===== src/common/wsc_pkg.sv =====
package wsc_pkg;
    // Link-side state reported by the radio core
    typedef enum logic [4:0] {
        WSC_IDLE     = 5'b00001,
        WSC_SCAN     = 5'b00010,
        WSC_ASSOC    = 5'b00100,
        WSC_ADHOC    = 5'b01000,
        WSC_OTHER    = 5'b10000
    } wsc_net_e;
    localparam int WSC_WORD_W = 8;
    localparam int WSC_CLK_HZ = 100_000_000;
    localparam int WSC_BLINK_MS = 250;
    localparam int WSC_BLINK_CYC = WSC_CLK_HZ / 1000 * WSC_BLINK_MS;
    localparam logic WSC_SO_RST = 1'b1;
    localparam logic WSC_LED_RST = 1'b0;
endpackage


===== src/common/wsc_sync_if.sv =====
`timescale 1ns/1ps
`default_nettype none
interface wsc_sync_if;
    logic cs_n;
    logic sck;
    logic si;
    logic rst_n;
    modport src (output cs_n, output sck, output si, output rst_n);
    modport dst (input cs_n, input sck, input si, input rst_n);
endinterface
`default_nettype wire


===== src/design/wsc_sync.sv =====
`timescale 1ns/1ps
`default_nettype none
// Two-flop synchroniser for the four pin inputs
module wsc_sync (
    // Clock and reset
    input wire logic clk_i,
    input wire logic rst_n_i,
    // Raw pins
    input wire logic cs_n_i,
    input wire logic sck_i,
    input wire logic si_i,
    input wire logic pin_rst_n_i,
    // Synchronised levels
    wsc_sync_if.src out
);
    logic [3:0] meta;
    logic [3:0] stab;
    logic [3:0] next_meta;
    logic [3:0] next_stab;

    always_comb begin
        next_meta = {pin_rst_n_i, si_i, sck_i, cs_n_i};
        next_stab = meta;
    end

    always_ff @(posedge clk_i or negedge rst_n_i) begin
        if (!rst_n_i) begin
            meta <= 4'hb;
            stab <= 4'hb;
        end else begin
            meta <= next_meta;
            stab <= next_stab;
        end
    end

    assign out.cs_n = stab[0];
    assign out.sck = stab[1];
    assign out.si = stab[2];
    assign out.rst_n = stab[3];
endmodule // wsc_sync
`default_nettype wire


===== src/design/wsc_top.sv =====
`timescale 1ns/1ps
`default_nettype none
// What this block does
// The host selects the module by driving chip select low and deselects it by driving it high.
// The module is held in reset while its reset input is low and runs when it is high.
// Host output feeds the module serial input and the module serial output feeds the host.
// The host configures its pin directions itself before use.
// The host application, not the transfer logic, produces the module hardware reset.
// With derived reset, reset is active whenever chip select is high and clock is low.
// In normal traffic the host never holds clock low while chip select is high.
// A host with two-way pins may share one data line and turn it around between phases.
// The red indicator blinks while a host-requested scan runs.
// The indicator is steadily lit while associated with an access point.
// The indicator is steadily lit in peer-to-peer mode with at least one peer connected.
// The indicator is off in every other state.
// The module is only a slave and never originates transfers or drives the clock.
// The host keeps chip select low over a transaction and returns clock high before ending it.
module wsc_top #(
    parameter int WORD_W = wsc_pkg::WSC_WORD_W,
    parameter int BLINK_CYC = wsc_pkg::WSC_BLINK_CYC
) (
    // Clock and reset
    input wire logic clk_i,
    input wire logic rst_n_i,
    // Link pins from the host
    input wire logic cs_n_i,
    input wire logic sck_i,
    input wire logic serial_in_line_i,
    input wire logic pin_rst_n_i,
    // Link pin to the host
    output logic so_o,
    output logic so_oe_n_o,
    // Radio core side
    input wire wsc_pkg::wsc_net_e net_state_i,
    input wire logic peer_present_i,
    input wire logic [WORD_W-1:0] tx_word_i,
    output logic tx_load_o,
    output logic [WORD_W-1:0] rx_word_o,
    output logic rx_valid_o,
    output logic core_rst_n_o,
    // Status indicator
    output logic led_o
);
    import wsc_pkg::*;

    wsc_sync_if pins ();

    wsc_sync u_sync (
        .clk_i(clk_i),
        .rst_n_i(rst_n_i),
        .cs_n_i(cs_n_i),
        .sck_i(sck_i),
        .si_i(serial_in_line_i),
        .pin_rst_n_i(pin_rst_n_i),
        .out(pins)
    );

    localparam int CNT_W = $clog2(WORD_W + 1);
    localparam int BL_W = $clog2(BLINK_CYC + 1);

    logic sck_d;
    logic next_sck_d;
    logic [WORD_W-1:0] shreg;
    logic [WORD_W-1:0] next_shreg;
    logic [CNT_W-1:0] bits;
    logic [CNT_W-1:0] next_bits;
    logic [WORD_W-1:0] rx_word;
    logic [WORD_W-1:0] next_rx_word;
    logic rx_valid;
    logic next_rx_valid;
    logic so;
    logic next_so;
    logic load_pend;
    logic next_load_pend;
    logic [BL_W-1:0] blink_cnt;
    logic [BL_W-1:0] next_blink_cnt;
    logic blink;
    logic next_blink;
    logic led;
    logic next_led;
    logic link_rst;
    logic rise;
    logic fall;
    logic sel;

    // Frame tracking; after any reset a frame is only joined from a clean deselect
    typedef enum logic [2:0] {
        WSC_LNK_HELD = 3'b001,
        WSC_LNK_IDLE = 3'b010,
        WSC_LNK_BUSY = 3'b100
    } wsc_link_e;
    wsc_link_e lstate;
    wsc_link_e next_lstate;

    // Derived reset from the SPI lines, or the dedicated pin
    assign link_rst = (pins.cs_n && !pins.sck) || !pins.rst_n;
    assign sel = lstate == WSC_LNK_BUSY && !pins.cs_n && !link_rst;
    assign rise = sel && pins.sck && !sck_d;
    assign fall = sel && !pins.sck && sck_d;

    always_comb begin
        next_lstate = lstate;
        case (lstate)
            WSC_LNK_HELD: begin
                // Released with the host still mid-frame: wait for deselect
                if (!link_rst && pins.cs_n) begin
                    next_lstate = WSC_LNK_IDLE;
                end
            end
            WSC_LNK_IDLE: begin
                if (link_rst) begin
                    next_lstate = WSC_LNK_HELD;
                end else if (!pins.cs_n) begin
                    next_lstate = WSC_LNK_BUSY;
                end
            end
            WSC_LNK_BUSY: begin
                if (link_rst) begin
                    next_lstate = WSC_LNK_HELD;
                end else if (pins.cs_n) begin
                    next_lstate = WSC_LNK_IDLE;
                end
            end
            default: begin
                next_lstate = WSC_LNK_HELD;
            end
        endcase
    end

    always_ff @(posedge clk_i or negedge rst_n_i) begin
        if (!rst_n_i) begin
            lstate <= WSC_LNK_HELD;
        end else begin
            lstate <= next_lstate;
        end
    end

    always_comb begin
        next_sck_d = pins.sck;
        next_shreg = shreg;
        next_bits = bits;
        next_rx_word = rx_word;
        next_rx_valid = 1'b0;
        next_so = so;
        next_load_pend = 1'b0;
        if (!sel) begin
            // Frame ends: drop partial word, reload for next frame
            next_bits = '0;
            next_shreg = tx_word_i;
            next_so = tx_word_i[WORD_W-1];
        end else if (rise) begin
            // Sample the host's data on rising clock
            next_shreg = {shreg[WORD_W-2:0], pins.si};
            if (bits == CNT_W'(WORD_W - 1)) begin
                next_bits = '0;
                next_rx_word = {shreg[WORD_W-2:0], pins.si};
                next_rx_valid = 1'b1;
                next_load_pend = 1'b1;
            end else begin
                next_bits = bits + CNT_W'(1);
            end
        end else if (load_pend) begin
            next_shreg = tx_word_i;
        end else if (fall) begin
            // Shift out on the falling clock only; the host owns the clock
            next_so = shreg[WORD_W-1];
        end
    end

    always_ff @(posedge clk_i or negedge rst_n_i) begin
        if (!rst_n_i) begin
            sck_d <= 1'b1;
            shreg <= '0;
            bits <= '0;
            rx_word <= '0;
            rx_valid <= 1'b0;
            so <= WSC_SO_RST;
            load_pend <= 1'b0;
        end else begin
            sck_d <= next_sck_d;
            shreg <= next_shreg;
            bits <= next_bits;
            rx_word <= next_rx_word;
            rx_valid <= next_rx_valid;
            so <= next_so;
            load_pend <= next_load_pend;
        end
    end

    // Indicator
    always_comb begin
        next_blink_cnt = blink_cnt;
        next_blink = blink;
        next_led = WSC_LED_RST;
        if (link_rst || net_state_i != WSC_SCAN) begin
            next_blink_cnt = '0;
            next_blink = 1'b1;
        end else if (blink_cnt == BL_W'(BLINK_CYC - 1)) begin
            next_blink_cnt = '0;
            next_blink = !blink;
        end else begin
            next_blink_cnt = blink_cnt + BL_W'(1);
        end
        if (!link_rst) begin
            case (net_state_i)
                WSC_SCAN: next_led = blink;
                WSC_ASSOC: next_led = 1'b1;
                WSC_ADHOC: next_led = peer_present_i;
                default: next_led = 1'b0;
            endcase
        end
    end

    always_ff @(posedge clk_i or negedge rst_n_i) begin
        if (!rst_n_i) begin
            blink_cnt <= '0;
            blink <= 1'b1;
            led <= WSC_LED_RST;
        end else begin
            blink_cnt <= next_blink_cnt;
            blink <= next_blink;
            led <= next_led;
        end
    end

    assign so_o = so;
    // Release the output while deselected so a shared line can turn round
    assign so_oe_n_o = !sel;
    // Word is taken while deselected and one cycle after each word end
    assign tx_load_o = load_pend || !sel;
    assign rx_word_o = rx_word;
    assign rx_valid_o = rx_valid;
    assign core_rst_n_o = !link_rst;
    assign led_o = led;
endmodule // wsc_top
`default_nettype wire


===== config.mk =====
export PLATFORM = sky130hd
export DESIGN_NAME = wsc_top
export DESIGN_NICKNAME = d
export VERILOG_FILES = /design/src/common/wsc_pkg.sv /design/src/common/wsc_sync_if.sv /design/src/design/wsc_sync.sv /design/src/design/wsc_top.sv
export SDC_FILE = /design/constraint.sdc
export NUM_CORES = 1
export LEC_CHECK = 0
export BUFFER_PORTS_ARGS = -buffer_cell sky130_fd_sc_hd__clkbuf_2
export CORE_MARGIN = 2
export CORE_UTILIZATION = 62
export DETAILED_ROUTE_END_ITERATION = 8
export PLACE_DENSITY = 0.88
export SLEW_MARGIN = 20
export SYNTH_ARGS = -nofsm -noshare
export SYNTH_HDL_FRONTEND = slang
export SYNTH_SLANG_ARGS = --single-unit

===== constraint.sdc =====
create_clock -name clk_i -period 4.23 [get_ports clk_i]
set_input_delay 0.2115 -clock clk_i [delete_from_list [all_inputs] [get_ports clk_i]]
set_output_delay 0.2115 -clock clk_i [all_outputs]
set_load 0.01 [all_outputs]

==> out/metrics.csv <==
metric,value,unit
status,"complete, no violations",
synth.area.mux_share,4.668,%
yosys_warnings,0,
p_clk_share,46.4,%
yosys.area.top_type,dfrtp_1,
synth_top_area_share,45.78,%
initial_core_util,64.02,%
drc,0,
synth.distinct_cells,42,
rows,24,
area_growth,16.92,%
relSlewSlack,43.74,%
hold_viol,0,
dp_hpwl,3671,µm
crit_arrival,2570,ps
yosys_most_used_dff,dfrtp_1,
crit_fanout,10,
worst_hold_path_type,in -> async,
wl_per_cell,15.05,µm
synth_cells,258,
layout_setup_ws,1887,ps
clkTransAtPathRegs,70,ps
crit_start,u_sync.stab[3],
fin_skew,7.393,ps
r2r_slack,1890,ps
drv_slew,0,
fin_cells,358,
cp-endpoint,rx_word_o[4],
synthesis.nets,280,
fin_crit_sh,55.38,%
p_int,966.4,µW
ys_ff_latch,61,
async_flop_share,100.0,%
first_pass_iters,4,
overflow,0,
mostFrequentLayoutCells,"dfrtp_1, clkbuf_2, nor2_1",
synth_top_family_by_area,simple AND/OR/NAND/NOR gates,
via_per_inst,5.757,
synthAdderAreaFrac,0.8977,%
setup-violations-final,0,
postCtsSetupBuffers,0,
die_x,71.06,µm
preCtsSetupSlack,1902,ps
peakVddDrop,0.2428,mV
power_density,376.5,nW/µm²
gp_routability_congestion,0.8327,
root_buffer,clkbuf_8,
final_common_cell,dfrtp_1,
antenna_found_initial,0,
synth_compound_area_share,10.73,%
numCtsBuffers,9,
switching_share,21.24,%
grt_max_degree,62,
power.leakage,1.346,nW
synth_xor_area_share,5.027,%
cp-start-kind,register,
routed_wl,5388,µm
cp.required,4460,ps
ant_nets,0,
rr_worst_depth,5,
rr_endpoint,rx_word_o[4],
drt_iter0_markers,82,
core_area,4354,µm²
syn_avg_cell_area,10.80,µm²
synthesis.area,2788,µm²
pwr-share-seq,49.4,%
clock-sinks,61,
tns,0,ps
fmax,426.9,MHz
nFillCells,286,
diodes,0,
design.die.area,5049,µm²
clk_latency,340,ps
p_switching,260.6,µW
synth_area_leaders,"dfrtp_1, dfstp_2, a21oi_1",
clockBufferDepth,2,
portBuffers,33,
grt_pass1_vias,2073,
place_inst,338,
synth_simple_gate_area_share,21.32,%
r2r-start,u_sync.stab[3],
critPathKind,reg -> reg,
worst_slew_pin_slew,842.3,ps
p_comb_share,4.2,%
vias,2061,
hold_ws,21.89,ps
fin_nets,323,
drive_gt1_share,24.84,%
cap_violations,0,
synth-edff-count,0,
grtUsageTotal,23.50,%
grt_pass1_wl,9197,µm
rsz0062_at_grt,no,
io_pins,34,
seq_area_frac_synth,55.21,%
cts-htree-levels,3,
min_period,2343,ps
cts_tree,yes,
die_h,71.06,µm
cp-end-kind,register,
-- layout make-up --
type,instances,area (µm²),share of cell area [%]
multi-input combinational,183,1189,36.47
tap,52,65.06,1.996
sequential,61,1539,47.22
clock buffer,12,145.1,4.453
clock inverter,4,72.57,2.226
timing repair buffer,39,220.2,6.756
inverter,7,28.78,0.8829
-- registers in the layout, indices dropped and copies added (netlist names) --
signal	cells
led_o	1
sck_d	1
shreg	8
so_o	1
blink	1
u_sync.meta	4
u_sync.stab	4
blink_cnt	25
lstate	3
load_pend	1
rx_word_o	8
bits	4
-- critical path, cell delays in order (launching register included) --
cell and delay, ps:
dfstp_2 570, nand2b_4 80, nor3_4 410, inv_4 110, nor4_4 700, mux2_4 360
-- cells by family after synthesis --
| group | count (synthesis) |
|---|---|
| XOR/XNOR | 16 |
| multiplexers | 9 |
| adder cells (fa/ha/maj) | 2 |
| AO/OA/AOI/OAI | 51 |
| AND/OR/NAND/NOR | 105 |
| buffers and inverters | 14 |
| flip-flops | 61 |
-- power groups by stage --
stage	Sequential (mW)	Clock, mW	Combinational, mW
after floorplan	0.615	0	0.0228
after global placement	0.615	0	0.0469
after detailed placement	0.616	0	0.0491
after CTS	0.606	0.579	0.0525
after global routing	0.607	0.603	0.0583
final	0.606	0.569	0.0517
-- through the flow --
stage / total power, mW / cell area, µm² / util, %
4_1_cts: 1.237 / 3259 / 74.86
2_1_floorplan: 0.6373 / 2788 / -
5_1_grt: 1.268 / 3259 / 74.86
6_report: 1.227 / 3259 / 74.86
3_5_place_dp: 0.6652 / 3002 / 68.94
3_3_place_gp: 0.6624 / 3002 / 68.94
-- layer usage --
layer | share of wire (%) | global-route usage, %
met3 | 5.0 | 7.265
met5 | 0 | 0
met2 | 51 | 39.04
met4 | 1.8 | 9.224
met1 | 42 | 28.80
-- synthesized netlist by cell type, drive strengths merged (2+ instances only) --
cell,instances
nand2,16
nand4,5
nor4,5
nor3b,3
xor2,3
inv,7
dfstp,10
clkbuf,4
or3,6
a21oi,24
o22ai,8
xnor2,13
buf,3
nand3,11
mux2,8
nand2b,7
and3,2
or4,8
o21ai,11
nor3,6
nor2,31
ha,2
o31ai,4
dfrtp,51
-- how the worst min path moves through the flow --
stage | start | end | slack, ps | depth (start not counted)
floorplan | rst_n_i | bits[0] | -80 | 0
global placement | sck_i | u_sync.meta[1] | 300 | 1
detailed placement | pin_rst_n_i | u_sync.meta[3] | 300 | 1
CTS | rst_n_i | rx_word_o[5] | 50 | 2
global route | rst_n_i | shreg[0] | 100 | 2
finish | rst_n_i | bits[2] | 20 | 2
-- repair_timing --
action / CTS / global route
gates resized for setup: 0 / 0
hold buffers: 4 / 0
endpoints found under the setup margin: 0 / 0
hold endpoints to repair: 4 / 0
(Power assumes the default switching activity.)
